[config.mk]
export PLATFORM = sky130hd
export DESIGN_NAME = msd_decoder
export DESIGN_NICKNAME = d
export VERILOG_FILES = /design/src/rtl/msd_decoder.v /design/src/rtl/msd_mcycle.v /design/src/rtl/msd_vector.v
export VERILOG_INCLUDE_DIRS = /design/src /design/src/rtl
export SDC_FILE = /design/constraint.sdc
export NUM_CORES = 1
export LEC_CHECK = 0
export ABC_AREA = 1
export BUFFER_PORTS_ARGS = -buffer_cell sky130_fd_sc_hd__buf_2
export CAP_MARGIN = 30
export CORE_UTILIZATION = 47
export DETAILED_ROUTE_END_ITERATION = 12
export PLACE_DENSITY = 0.8
export SKIP_LAST_GASP = 1
export SLEW_MARGIN = 20
export SYNTH_ARGS = -nofsm -noshare
export SYNTH_HDL_FRONTEND = slang
export SYNTH_SLANG_ARGS = --single-unit
export TNS_END_PERCENT = 10
[constraint.sdc]
create_clock -name clk -period 1.7 [get_ports clk]
set_input_delay 0.425 -clock clk [delete_from_list [all_inputs] [get_ports clk]]
set_output_delay 0.425 -clock clk [all_outputs]
set_load 0.02 [all_outputs]
[src/rtl/msd_regs.vh]
// msd_regs.vh: address map, vectors and timing constants of the decoder.
// assumes: included by bare name from the rtl/ design files.
`ifndef MSD_REGS_VH
`define MSD_REGS_VH
// ============================================================
// internal space
`define MSD_LOWER_RAM_TOP 8'h7f
`define MSD_BANK_TOP 8'h1f
`define MSD_BIT_BYTE_LO 8'h20
`define MSD_BIT_BYTE_HI 8'h2f
`define MSD_BANK_SEL_LSB 3
`define MSD_BANK_SEL_MSB 4
// ============================================================
// program space vectors
`define MSD_RESET_VECTOR 16'h0000
`define MSD_VEC_EXT_ZERO 16'h0003
`define MSD_VEC_TIMER_ZERO 16'h000b
`define MSD_VEC_EXT_ONE 16'h0013
// ============================================================
// machine cycle
`define MSD_CLKS_PER_MCYCLE 3'h4
// ============================================================
// access kinds
`define MSD_ACC_DIRECT 3'h0
`define MSD_ACC_INDIRECT 3'h1
`define MSD_ACC_STACK 3'h2
`define MSD_ACC_BIT 3'h3
`define MSD_ACC_REG 3'h4
`define MSD_ACC_EXTERNAL_DATA_SPACE 3'h5
`endif

[src/rtl/msd_decoder.v]
// msd_decoder.v: memory space decoder of the core.
// assumes: the core presents one access at a time and holds it
// until acc_done; the external decode module drives placement straps.
//
// Functional notes
// - lower 128 internal bytes reachable by direct and indirect access.
// - four register banks of eight at 0x00-0x1f, one active.
// - bytes 0x20-0x2f hold 128 bit-addressable flags.
// - indirect 0x80-0xff goes to upper RAM, never direct.
// - stack accesses are indirect across all 256 bytes.
// - direct 0x80-0xff reaches special function registers.
// - special function regs ending in hex 0 or 8 are bit-addressable.
// - fetches use the program counter and assert the fetch strobe.
// - after reset execution starts at program address 0x0000.
// - taken interrupt jumps to fixed vector, eight bytes apart.
// - external data uses the data pointer with read/write strobes.
// - internal RAM accesses never assert external strobes.
// - external SRAM and control block decode in data space only.
// - each flash goes to program, data or both per straps at reset.
// - firmware may override flash placement to data space at run time.
// - machine cycle lasts four core clocks.
// - opcode lengths and cycle counts stay standard.
// - program path is 16 bits wide, two bytes per access.
`timescale 1ns/10ps
`include "msd_regs.vh"
module msd_decoder (
    clk,
    rst_n,
    acc_req,
    acc_kind,
    acc_write,
    acc_addr,
    acc_reg_num,
    acc_bit_num,
    psw,
    data_pointer,
    fetch_req,
    jump_req,
    jump_addr,
    irq_take,
    irq_src,
    mcycles,
    place_main_prog,
    place_main_data,
    place_sec_prog,
    place_sec_data,
    ovr_en,
    ovr_main_data,
    ovr_sec_data,
    acc_done,
    int_ram_sel,
    int_ram_addr,
    upper_ram_sel,
    sfr_sel,
    sfr_addr,
    bit_sel,
    bit_byte_addr,
    bit_index,
    sfr_bit_ok,
    ext_addr,
    program_fetch_strobe_n,
    rd_n,
    wr_n,
    fetch_word,
    program_counter,
    main_flash_prog,
    main_flash_data,
    sec_flash_prog,
    sec_flash_data,
    sram_data_en,
    csr_data_en,
    mcycle_end,
    instr_done
);
input wire clk;
input wire rst_n;
input wire acc_req;
input wire [2:0] acc_kind;
input wire acc_write;
input wire [7:0] acc_addr;
input wire [2:0] acc_reg_num;
input wire [6:0] acc_bit_num;
input wire [7:0] psw;
input wire [15:0] data_pointer;
input wire fetch_req;
input wire jump_req;
input wire [15:0] jump_addr;
input wire irq_take;
input wire [2:0] irq_src;
input wire [2:0] mcycles;
input wire place_main_prog;
input wire place_main_data;
input wire place_sec_prog;
input wire place_sec_data;
input wire ovr_en;
input wire ovr_main_data;
input wire ovr_sec_data;
output reg acc_done;
output reg int_ram_sel;
output reg [7:0] int_ram_addr;
output reg upper_ram_sel;
output reg sfr_sel;
output reg [7:0] sfr_addr;
output reg bit_sel;
output reg [7:0] bit_byte_addr;
output reg [2:0] bit_index;
output reg sfr_bit_ok;
output reg [15:0] ext_addr;
output reg program_fetch_strobe_n;
output reg rd_n;
output reg wr_n;
output reg fetch_word;
output reg [15:0] program_counter;
output reg main_flash_prog;
output reg main_flash_data;
output reg sec_flash_prog;
output reg sec_flash_data;
output wire sram_data_en;
output wire csr_data_en;
output wire mcycle_end;
output reg instr_done;

// ============================================================
// helpers
function sfr_bit_addressable;
    input [7:0] a;
    begin
        sfr_bit_addressable = a[7] && (a[2:0] == 3'h0);
    end
endfunction

function is_lower;
    input [7:0] a;
    begin
        is_lower = (a <= `MSD_LOWER_RAM_TOP);
    end
endfunction

// ============================================================
// machine cycle and vectors
wire [1:0] phase;
wire [15:0] irq_vector;

msd_mcycle u_mcycle (
    .clk(clk),
    .rst_n(rst_n),
    .phase(phase),
    .mcycle_end(mcycle_end)
);

msd_vector u_vector (
    .src(irq_src),
    .vector(irq_vector)
);

// ============================================================
// placement: straps captured after reset release, override at run time
reg strap_taken;
reg main_prog_strap;
reg main_data_strap;
reg sec_prog_strap;
reg sec_data_strap;

always @(posedge clk or negedge rst_n) begin
    if (!rst_n) begin
        strap_taken <= 1'b0;
        main_prog_strap <= 1'b0;
        main_data_strap <= 1'b0;
        sec_prog_strap <= 1'b0;
        sec_data_strap <= 1'b0;
    end else if (!strap_taken) begin
        // caught on the first edge after release, held until next reset
        strap_taken <= 1'b1;
        main_prog_strap <= place_main_prog;
        main_data_strap <= place_main_data;
        sec_prog_strap <= place_sec_prog;
        sec_data_strap <= place_sec_data;
    end
end

always @(posedge clk or negedge rst_n) begin
    if (!rst_n) begin
        main_flash_prog <= 1'b0;
        main_flash_data <= 1'b0;
        sec_flash_prog <= 1'b0;
        sec_flash_data <= 1'b0;
    end else if (ovr_en && strap_taken) begin
        // update path: a reclassified flash leaves program space
        main_flash_prog <= main_prog_strap && !ovr_main_data;
        main_flash_data <= main_data_strap || ovr_main_data;
        sec_flash_prog <= sec_prog_strap && !ovr_sec_data;
        sec_flash_data <= sec_data_strap || ovr_sec_data;
    end else begin
        main_flash_prog <= main_prog_strap;
        main_flash_data <= main_data_strap;
        sec_flash_prog <= sec_prog_strap;
        sec_flash_data <= sec_data_strap;
    end
end

// sram and control block never see program space
assign sram_data_en = 1'b1;
assign csr_data_en = 1'b1;

// ============================================================
// program counter and fetch
always @(posedge clk or negedge rst_n) begin
    if (!rst_n) begin
        program_counter <= `MSD_RESET_VECTOR;
        program_fetch_strobe_n <= 1'b1;
        fetch_word <= 1'b0;
    end else begin
        program_fetch_strobe_n <= 1'b1;
        fetch_word <= 1'b0;
        if (irq_take) begin
            program_counter <= irq_vector;
        end else if (jump_req) begin
            program_counter <= jump_addr;
        end else if (fetch_req && mcycle_end) begin
            // one access returns two code bytes
            program_fetch_strobe_n <= 1'b0;
            fetch_word <= 1'b1;
            program_counter <= program_counter + 16'h0002;
        end
    end
end

// ============================================================
// instruction timing: native machine-cycle counts, four clocks each
reg [2:0] mc_left;

always @(posedge clk or negedge rst_n) begin
    if (!rst_n) begin
        mc_left <= 3'h0;
        instr_done <= 1'b0;
    end else begin
        instr_done <= 1'b0;
        if (mcycle_end) begin
            if (mc_left == 3'h0) begin
                // the idle cycle is already the first machine cycle
                if (mcycles == 3'h1) begin
                    instr_done <= 1'b1;
                end else if (mcycles != 3'h0) begin
                    mc_left <= mcycles - 3'h1;
                end
            end else if (mc_left == 3'h1) begin
                mc_left <= 3'h0;
                instr_done <= 1'b1;
            end else begin
                mc_left <= mc_left - 3'h1;
            end
        end
    end
end

// ============================================================
// data access decode
reg next_int_ram_sel;
reg [7:0] next_int_ram_addr;
reg next_upper_sel;
reg next_sfr_sel;
reg next_bit_sel;
reg [7:0] next_bit_byte;
reg next_ext;
reg [7:0] bank_base;

always @* begin
    bank_base = {3'h0, psw[`MSD_BANK_SEL_MSB:`MSD_BANK_SEL_LSB], 3'h0};
    next_int_ram_sel = 1'b0;
    next_int_ram_addr = 8'h00;
    next_upper_sel = 1'b0;
    next_sfr_sel = 1'b0;
    next_bit_sel = 1'b0;
    next_bit_byte = 8'h00;
    next_ext = 1'b0;
    case (acc_kind)
        `MSD_ACC_DIRECT: begin
            if (is_lower(acc_addr)) begin
                next_int_ram_sel = 1'b1;
                next_int_ram_addr = acc_addr;
            end else begin
                next_sfr_sel = 1'b1;
            end
        end
        `MSD_ACC_INDIRECT, `MSD_ACC_STACK: begin
            // stack runs straight across 0x7f/0x80 in one ram
            next_int_ram_sel = 1'b1;
            next_int_ram_addr = acc_addr;
            next_upper_sel = !is_lower(acc_addr);
        end
        `MSD_ACC_REG: begin
            next_int_ram_sel = 1'b1;
            next_int_ram_addr = bank_base | {5'h00, acc_reg_num};
        end
        `MSD_ACC_BIT: begin
            next_bit_sel = 1'b1;
            // acc_addr names the register; low space keeps all 128 flags
            if (!acc_addr[7]) begin
                next_bit_byte = `MSD_BIT_BYTE_LO
                    | {4'h0, acc_bit_num[6:3]};
                next_int_ram_sel = 1'b1;
                next_int_ram_addr = next_bit_byte;
            end else begin
                next_bit_byte = {acc_addr[7:3], 3'h0};
                // a register off the eight-byte grid gets no select
                next_sfr_sel = sfr_bit_addressable(acc_addr);
            end
        end
        `MSD_ACC_EXTERNAL_DATA_SPACE: begin
            next_ext = 1'b1;
        end
        default: begin
            next_ext = 1'b0;
        end
    endcase
end

always @(posedge clk or negedge rst_n) begin
    if (!rst_n) begin
        acc_done <= 1'b0;
        int_ram_sel <= 1'b0;
        int_ram_addr <= 8'h00;
        upper_ram_sel <= 1'b0;
        sfr_sel <= 1'b0;
        sfr_addr <= 8'h00;
        bit_sel <= 1'b0;
        bit_byte_addr <= 8'h00;
        bit_index <= 3'h0;
        sfr_bit_ok <= 1'b0;
        ext_addr <= 16'h0000;
        rd_n <= 1'b1;
        wr_n <= 1'b1;
    end else begin
        acc_done <= acc_req;
        int_ram_sel <= acc_req && next_int_ram_sel;
        int_ram_addr <= next_int_ram_addr;
        upper_ram_sel <= acc_req && next_upper_sel;
        sfr_sel <= acc_req && next_sfr_sel;
        sfr_addr <= acc_addr;
        bit_sel <= acc_req && next_bit_sel;
        bit_byte_addr <= next_bit_byte;
        bit_index <= acc_bit_num[2:0];
        sfr_bit_ok <= sfr_bit_addressable(acc_addr);
        ext_addr <= data_pointer;
        // strobes only for external data, never for internal ram
        rd_n <= !(acc_req && next_ext && !acc_write);
        wr_n <= !(acc_req && next_ext && acc_write);
    end
end
endmodule // msd_decoder

[src/rtl/msd_mcycle.v]
// msd_mcycle.v: machine-cycle phase counter, one strobe per four clocks.
// assumes: free running clock, asynchronous active-low reset.
`timescale 1ns/10ps
`include "msd_regs.vh"
module msd_mcycle (
    clk,
    rst_n,
    phase,
    mcycle_end
);
input wire clk;
input wire rst_n;
output reg [1:0] phase;
output wire mcycle_end;

// ============================================================
// phase counter
assign mcycle_end = (phase == 2'h3);

always @(posedge clk or negedge rst_n) begin
    if (!rst_n) begin
        phase <= 2'h0;
    end else begin
        // wraps naturally after four clocks
        phase <= phase + 2'h1;
    end
end
endmodule // msd_mcycle

[src/rtl/msd_vector.v]
// msd_vector.v: interrupt vector lookup, eight bytes per source.
// assumes: source number settles before the core takes the interrupt.
`timescale 1ns/10ps
`include "msd_regs.vh"
module msd_vector (
    src,
    vector
);
input wire [2:0] src;
output wire [15:0] vector;

// ============================================================
// 0x0003 + 8*source
assign vector = `MSD_VEC_EXT_ZERO + {10'h000, src, 3'h0};
endmodule // msd_vector
Word level (Yosys, flattened, before mapping)
Cells that the tools add are included.
- register bits: 84
- bits in read-only memories: 0
- memory bits (writable): 0
- input port bits: 81
- latch bits: 0
- memories: 0
- mux-type cells: 35
- bitwise logic cells: 1
- $add $sub $neg: 5
- magnitude comparators: 1
- div/mod/pow operators: 0
- $mul: 0
- shift-type cells: 0
- eq/ne operators: 10
- reduce and logical (&&, ||, !) cells: 28
- operator list (kind ; count):
    $mux W16 ; 3
    $pmux W8 S4 ; 1
    $mux W8 ; 3
    $mux W1 ; 21
    $add A16 B2 Y16 const B ; 1
    $logic_and A1 B1 Y1 ; 12
    $mux W3 ; 4
    $eq A3 B1 Y1 const B ; 3
    $logic_not A3 Y1 ; 3
    $le A8 B7 Y1 const B ; 1
    $add A2 B6 Y7 const A ; 1
    $eq A3 B2 Y1 const B ; 2
    $eq A3 B3 Y1 const B ; 2
    $logic_not A1 Y1 ; 6
    $mux W6 ; 1
    $reduce_bool A3 Y1 ; 2
    $sub A3 B1 Y3 const B ; 2
    $or A5 B3 Y5 ; 1
    $pmux W1 S3 ; 1
    $reduce_and A3 Y1 ; 1
    $reduce_or A3 Y1 ; 1
    $add A2 B1 Y2 const B ; 1
    $eq A2 B2 Y1 const B ; 1
    $logic_or A1 B1 Y1 ; 2
    4 further kinds ; 4

Longest topological paths before layout
Gate-level depths: netlist of the first run.
- depth after elaboration: 5
- mapped depth: 11
- depth with buffers taken out: 11

Cells and area by module
Synthesis of the first run repeated with hierarchy kept, for this count alone.
- cell total of the unflattened synthesis: 406
- area, all modules: 3773.6 µm²
- by module, submodules not included (module ; cells each ; times used ; area an instance (µm²)):
    msd_decoder ; 384 ; 1 ; 3579.7
    msd_vector ; 18 ; 1 ; 127.6
    msd_mcycle ; 4 ; 1 ; 66.3

Worst setup path before layout of the first run
No wires, ideal clock.
- path kind: reg2reg
- start: reg program_counter[1]
- end: reg program_counter[11]
- setup time: 0.117 ns
- slack: 0.258 ns
- stages on the path, launching flop included: 9
- period minus slack after synthesis: 1.442 ns
- data arrival time: 1.326 ns
- required time: 1.583 ns
- path through: dfrtp_1 > ha_1 > nand2_1 > nor2_2 > nand2_1 > o21bai_1 > nand3_1 > nand2_1 > nand2_1
- word-level cells in the longest chain between the ends: 4
- RTL lines (item ; RTL line ; RTL):
    start, declared ; msd_decoder.v:113 ; output reg [15:0] program_counter;
    start signal, assigned ; msd_decoder.v:209 ; program_counter <= `MSD_RESET_VECTOR;
    start signal, assigned ; msd_decoder.v:216 ; program_counter <= irq_vector;
    start signal, assigned ; msd_decoder.v:218 ; program_counter <= jump_addr;
    $add A16 B2 Y16 ; msd_decoder.v:223 ; program_counter <= program_counter + 16'h0002;
    $mux W16 ; msd_decoder.v:219 ; end else if (fetch_req && mcycle_end) begin
    $mux W16 ; msd_decoder.v:217 ; end else if (jump_req) begin
    $mux W16 ; msd_decoder.v:215 ; if (irq_take) begin
No other way between the ends. The select of a mux whose other input is x is not followed.
A chain may end at the register's enable or synchronous reset.

Final worst setup path of the first run
- start: reg u_mcycle.phase[0]
- end: out mcycle_end
- word-level cells in the longest chain between the ends: 1
- RTL lines (item ; RTL line ; RTL):
    start, declared ; msd_mcycle.v:13 ; output reg [1:0] phase;
    start signal, assigned ; msd_mcycle.v:25 ; phase <= phase + 2'h1;
    $eq A2 B2 Y1 ; msd_mcycle.v:18 ; assign mcycle_end = (phase == 2'h3);
    end, declared ; msd_decoder.v:120 ; output wire mcycle_end;
No other way between the ends.

==> impl_metrics.env, run 1 <==
export IMPL_first_global_vias=2828
export IMPL_ys_types=31
export IMPL_path_delay_family="flip-flops"
export IMPL_arrival_ns=1.17
export IMPL_io_buffers=149
export IMPL_synth_common_cells="86 x nand2_1, 81 x dfrtp_1, 48 x nor2_1, 37 x inv_1, 23 x nand3_1"
export IMPL_initialDrtViolationCount=116
export IMPL_core_area_sq_um=7253
export IMPL_fp_dieW_microns=88.66
export IMPL_start_util_pct=48.66
export IMPL_grt_setup_unrepaired="false"
export IMPL_crit_fanout=4
export IMPL_startpoint_type="register"
export IMPL_fmax_ghz=0.6260
export IMPL_p_per_area_nw_per_um2=966.0
export IMPL_gp_congestion=0.8587
export IMPL_antenna_left=0
export IMPL_grt_max_degree=32
export IMPL_fin_crit_ns=1.597
export IMPL_synth_edf_count=0
export IMPL_design_area_sq_um=4608
export IMPL_cts_buffer_depth=2
export IMPL_synth_most_common_cell="nand2_1"
export IMPL_vdd_ir_drop_worst_uv=714.3
export IMPL_insertedDiodeCount=0
export IMPL_dpl_hpwl_mm=6.079
export IMPL_top_layer="met4"
export IMPL_fp_dieH_microns=88.66
export IMPL_wl_mm=7.999
export IMPL_cp_slowest_cell="dfrtp_1"
export IMPL_fin_nets=620
export IMPL_critical_path_class="register to output port"
export IMPL_cpPeakStageDelay_ns=0.39
export IMPL_worstPathCellList="ha_1, buf_2"
export IMPL_grt_usage_pct=21.12
export IMPL_grt_pass1_wl_mm=12.47
export IMPL_synthCells=373
export IMPL_async_flop_share_pct=100.0
export IMPL_fillers=620
export IMPL_slew_viol_final=0
export IMPL_place_area_sq_um=4422
export IMPL_syn_cell_area_sq_um=3530
export IMPL_post_synth_cell_area_avg_sq_um=9.463
export IMPL_grt_remaining_overflow=0
export IMPL_synth_area_leader_cell="dfrtp_1"
export IMPL_htree_levels=3
export IMPL_fin_setup_tns_ns=0
export IMPL_yosysSeqAreaShare_pct=59.66
export IMPL_met2_length_mm=3.882
export IMPL_wirelength_met1_mm=3.235
export IMPL_yosysWarnings=0
export IMPL_cts_resized=0
export IMPL_viasPerCell=4.710
export IMPL_wl_met3_microns=800
export IMPL_ys_ff_latch=84
export IMPL_cp_end_kind="output port"
export IMPL_fin_crit_sh_pct=93.97
export IMPL_synthDominantCellAreaShare_pct=57.43
export IMPL_hold_violations=0
export IMPL_drt_pass1_iterations=5
export IMPL_synth_ff_type="dfrtp_1"
export IMPL_wl_per_cell_microns=12.60
export IMPL_status="finished, final reports clean"
export IMPL_drive_above_1_share_pct=37.13
export IMPL_vias=2991
export IMPL_numCtsBuffers=9
export IMPL_io_pins=158
export IMPL_die_area_sq_um=7861
export IMPL_cts_tree="built"
export IMPL_hold_path_class="input port to register"
export IMPL_final_cells=635
export IMPL_num_rows=31
export IMPL_cts_sinks=84
export IMPL_drc_errors=0
export IMPL_dp_cells=618
export IMPL_drv_cap=0
export IMPL_fin_skew_ns=0.005503
export IMPL_syn2layout_area_growth_pct=30.56
export IMPL_p_total_w=0.004452
export IMPL_cts_root_buffer="clkbuf_8"
export IMPL_setup_violations=0
export IMPL_antenna_found_initial=0
export IMPL_clk_latency_ns=0.34
export IMPL_leakage_nw=2.498
export IMPL_cp_num_buf_inv=1
export IMPL_cts_reportedPaths_clkPinSlew_ns=0.09
export IMPL_ys_top_cells_by_area="dfrtp_1 57%, nand2_1 9.1%, nor2_1 5.1%"
export IMPL_required_ns=1.27
==> kinds of logic (layout without fill, tap and decap cells) <==
group / after synthesis / count (layout) / synth area share [%]
flip-flops: 84 / 84 / 59.66
adder cells (fa/ha/maj): 8 / 8 / 2.836
XOR/XNOR: 6 / 6 / 1.489
other: 1 / 3 / 0.1062
buffers and inverters: 53 / 214 / 6.239
multiplexers: 5 / 5 / 1.560
AO/OA/AOI/OAI: 31 / 31 / 5.140
AND/OR/NAND/NOR: 185 / 185 / 22.97
==> cell usage in the layout (no fill, tap or decap), types with 7 or more instances in the layout <==
cell type  synthesis  routed
nor2_1            48      48
inv_1             37      37
inv_2              7       7
dfrtp_1           81      81
buf_2              5     148
nand2_1           86      86
ha_1               8       8
nor2_2             9       9
clkbuf_8           0       9
nand3_1           23      23
a21oi_1           12      12
==> final timing paths <==
check / to / slack (ns) / start / depth (start not counted)
setup / recovery: mcycle_end / 0.10 / u_mcycle.phase[0]$_DFF_PN0_ / 2
hold / removal: bit_index[2]$_DFF_PN0_ / 0.18 / acc_bit_num[2] / 1
setup reg to reg: program_counter[15]$_DFFE_PN0P_ / 0.17 / u_mcycle.phase[0]$_DFF_PN0_ / 7
hold reg to reg: u_mcycle.phase[0]$_DFF_PN0_ / 0.44 / u_mcycle.phase[0]$_DFF_PN0_ / 1
max in group asynchronous: wr_n$_DFF_PN1_ / 0.62 / rst_n / 3
min in group asynchronous: instr_done$_DFF_PN0_ / 0.54 / rst_n / 2
==> power by group <==
part	switching, W	leakage, nW	total [W]	internal (W)
Clock	0.000725	0.0791	0.00127	0.000541
Combinational	0.000587	1.39	0.000934	0.000347
Sequential	0.000106	1.03	0.00225	0.00215
Total	0.00142	2.50	0.00445	0.00303
==> area by class of cell <==
cell class	instances	area, sq um	share of cell area (%)
inverters	44	165.2	3.584
multi-input cells	238	1211	26.28
clock inverters	6	48.80	1.059
flip-flops and latches	84	2106	45.70
clock buffers	10	127.6	2.769
repair buffers	154	825.8	17.92
well taps	99	123.9	2.688
==> flip-flops by register name, summed over array words and instances (netlist names), 2 cells and up <==
signal,cells
mc_left,3
u_mcycle.phase,2
int_ram_addr,8
sfr_addr,8
bit_byte_addr,8
program_counter,16
ext_addr,16
bit_index,3
==> metrics by stage <==
step / utilization, % / setup slack (ns) / hold slack [ns]
after floorplan: - / 0.2575 / 0.1294
after global placement: 60.96 / 0.2143 / 0.3616
after detailed placement: 60.96 / 0.2013 / 0.3726
after CTS: 63.53 / 0.06643 / 0.1576
after global routing: 63.53 / 0.01380 / 0.1548
final: 63.53 / 0.1025 / 0.1833
==> layer usage <==
layer	vias up	track usage, %
met5	-	0
met4	0	5.425
met1	1375	25.15
met3	9	9.422
met2	126	35.03
li1	1481	-
==> timing repair <==
| action | 4_1_cts | 5_1_grt |
|---|---|---|
| setup endpoints to repair | 0 | 0 |
| setup buffers | 0 | 0 |
| hold endpoints to repair | 22 | 0 |
| hold buffers | 1 | 0 |
(Power assumes the default switching activity.)
==> run 2: changes to the inputs <==
--- a/config.mk
+++ b/config.mk
@@ -9,6 +9,7 @@
 export ABC_AREA = 1
 export BUFFER_PORTS_ARGS = -buffer_cell sky130_fd_sc_hd__buf_2
 export CAP_MARGIN = 30
+export CORE_ASPECT_RATIO = 0.5
 export CORE_UTILIZATION = 47
 export DETAILED_ROUTE_END_ITERATION = 12
 export PLACE_DENSITY = 0.8
==> impl_metrics.env, run 2 (synthesis results as in run 1) <==
export IMPL_grt_remaining_overflow=0
export IMPL_cp_end_kind="output port"
export IMPL_numCtsBuffers=9
export IMPL_insertedDiodeCount=0
export IMPL_fmax_ghz=0.6434
export IMPL_gp_congestion=0.8189
export IMPL_start_util_pct=50.69
export IMPL_first_global_vias=2952
export IMPL_final_common_cell="buf_2"
export IMPL_critical_path_class="register to output port"
export IMPL_hold_violations=0
export IMPL_required_ns=1.27
export IMPL_vdd_ir_drop_worst_uv=620.3
export IMPL_grt_max_degree=35
export IMPL_startpoint_type="register"
export IMPL_drv_cap=0
export IMPL_wl_per_cell_microns=13.04
export IMPL_met2_length_mm=4.183
export IMPL_hold_path_class="input port to register"
export IMPL_fin_crit_sh_pct=91.43
export IMPL_reg_top3="ext_addr: 16 flops, program_counter: 16 flops"
export IMPL_fin_crit_ns=1.554
export IMPL_grt_usage_pct=22.85
export IMPL_slew_viol_final=0
export IMPL_fin_setup_tns_ns=0
export IMPL_wirelength_met1_mm=3.297
export IMPL_fp_dieH_microns=63.28
export IMPL_drt_pass1_iterations=4
export IMPL_fp_dieW_microns=124.6
export IMPL_grt_pass1_wl_mm=13.74
export IMPL_status="finished, final reports clean"
export IMPL_initialDrtViolationCount=108
export IMPL_wl_met3_microns=572
export IMPL_wl_mm=8.215
export IMPL_p_per_area_nw_per_um2=1045
export IMPL_htree_levels=3
export IMPL_drc_errors=0
export IMPL_viasPerCell=4.722
export IMPL_arrival_ns=1.13
export IMPL_drive_above_1_share_pct=36.80
export IMPL_cts_tree="built"
export IMPL_core_area_sq_um=6963
export IMPL_antenna_left=0
export IMPL_leakage_nw=2.552
export IMPL_cts_root_buffer="clkbuf_16"
export IMPL_setup_violations=0
export IMPL_io_pins=158
export IMPL_vias=2975
export IMPL_die_area_sq_um=7881
export IMPL_design_area_sq_um=4703
export IMPL_crit_fanout=4
export IMPL_final_cell_mix="148 x buf_2, 86 x nand2_1, 81 x dfrtp_1"
export IMPL_syn2layout_area_growth_pct=33.25
export IMPL_place_area_sq_um=4428
export IMPL_post_cts_buffers=0
export IMPL_dpl_hpwl_mm=6.361
export IMPL_fin_skew_ns=0.005117
export IMPL_cts_resized=0
export IMPL_antenna_found_initial=0
export IMPL_cts_buffer_depth=2
export IMPL_fin_nets=622
export IMPL_io_buffers=149
export IMPL_cts_reportedPaths_clkPinSlew_ns=0.06
export IMPL_grt_setup_unrepaired="false"
export IMPL_num_rows=21
export IMPL_top_layer="met4"
export IMPL_clk_latency_ns=0.33
export IMPL_cts_sinks=84
run 2: cell count changes in the layout (fill, tap and decap cells not counted), sizes merged:
cell and delta:
clkbuf +3, buf +2, clkinvlp -2, inv -1
run 2: final timing paths:
path	from	endpoint	slack [ns]	cells after the start
setup / recovery	u_mcycle.phase[0]$_DFF_PN0_	mcycle_end	0.15	2
hold / removal	data_pointer[12]	ext_addr[12]$_DFF_PN0_	0.20	1
setup reg to reg	mc_left[0]$_DFFE_PN0P_	mc_left[2]$_DFFE_PN0P_	0.21	11
hold reg to reg	u_mcycle.phase[0]$_DFF_PN0_	u_mcycle.phase[0]$_DFF_PN0_	0.42	1
max in group asynchronous	rst_n	wr_n$_DFF_PN1_	0.63	3
min in group asynchronous	rst_n	program_counter[12]$_DFFE_PN0P_	0.53	2
run 2: cell type report:
class	count	area, sq um
tap	92	115.1
clock inverter	3	25.02
clock buffer	13	240.2
inverter	44	165.2
multi-input combinational	238	1211
fill	566	2260
sequential	84	2106
timing repair buffer	156	840.8
run 2: worst max-delay path: stages, from the launching register on:
cell and delay [ns]:
dfrtp_1 0.38, ha_1 0.25, buf_2 0.17
run 2: metrics by stage:
step	power, W	util [%]	std cells	setup slack (ns)	hold slack [ns]
after CTS	0.004987	67.55	630	0.1238	0.1780
after global placement	0.003194	63.59	613	0.2531	0.3387
after global routing	0.005227	67.55	630	0.01930	0.1745
after detailed placement	0.003234	63.59	613	0.2066	0.3426
final	0.004917	67.55	630	0.1457	0.1955
after floorplan	0.002859	-	375	0.2575	0.1294
run 2: what timing repair did:
| action | 4_1_cts | 5_1_grt |
|---|---|---|
| setup endpoints to repair | 0 | 0 |
| hold buffers | 1 | 0 |
| hold endpoints to repair | 20 | 0 |
run 2: power by group:
part	total [W]	leakage, nW	internal (W)	switching (W)
Combinational	0.000931	1.40	0.000352	0.000579
Clock	0.00173	0.124	0.000995	0.000733
Sequential	0.00226	1.03	0.00215	0.000108
Total	0.00492	2.55	0.00350	0.00142
run 2: per-layer routing:
metal	GRT usage, %	vias to the layer above
met5	0	-
met2	39.64	97
met3	7.986	15
met1	25.90	1373
li1	-	1490
met4	9.639	0
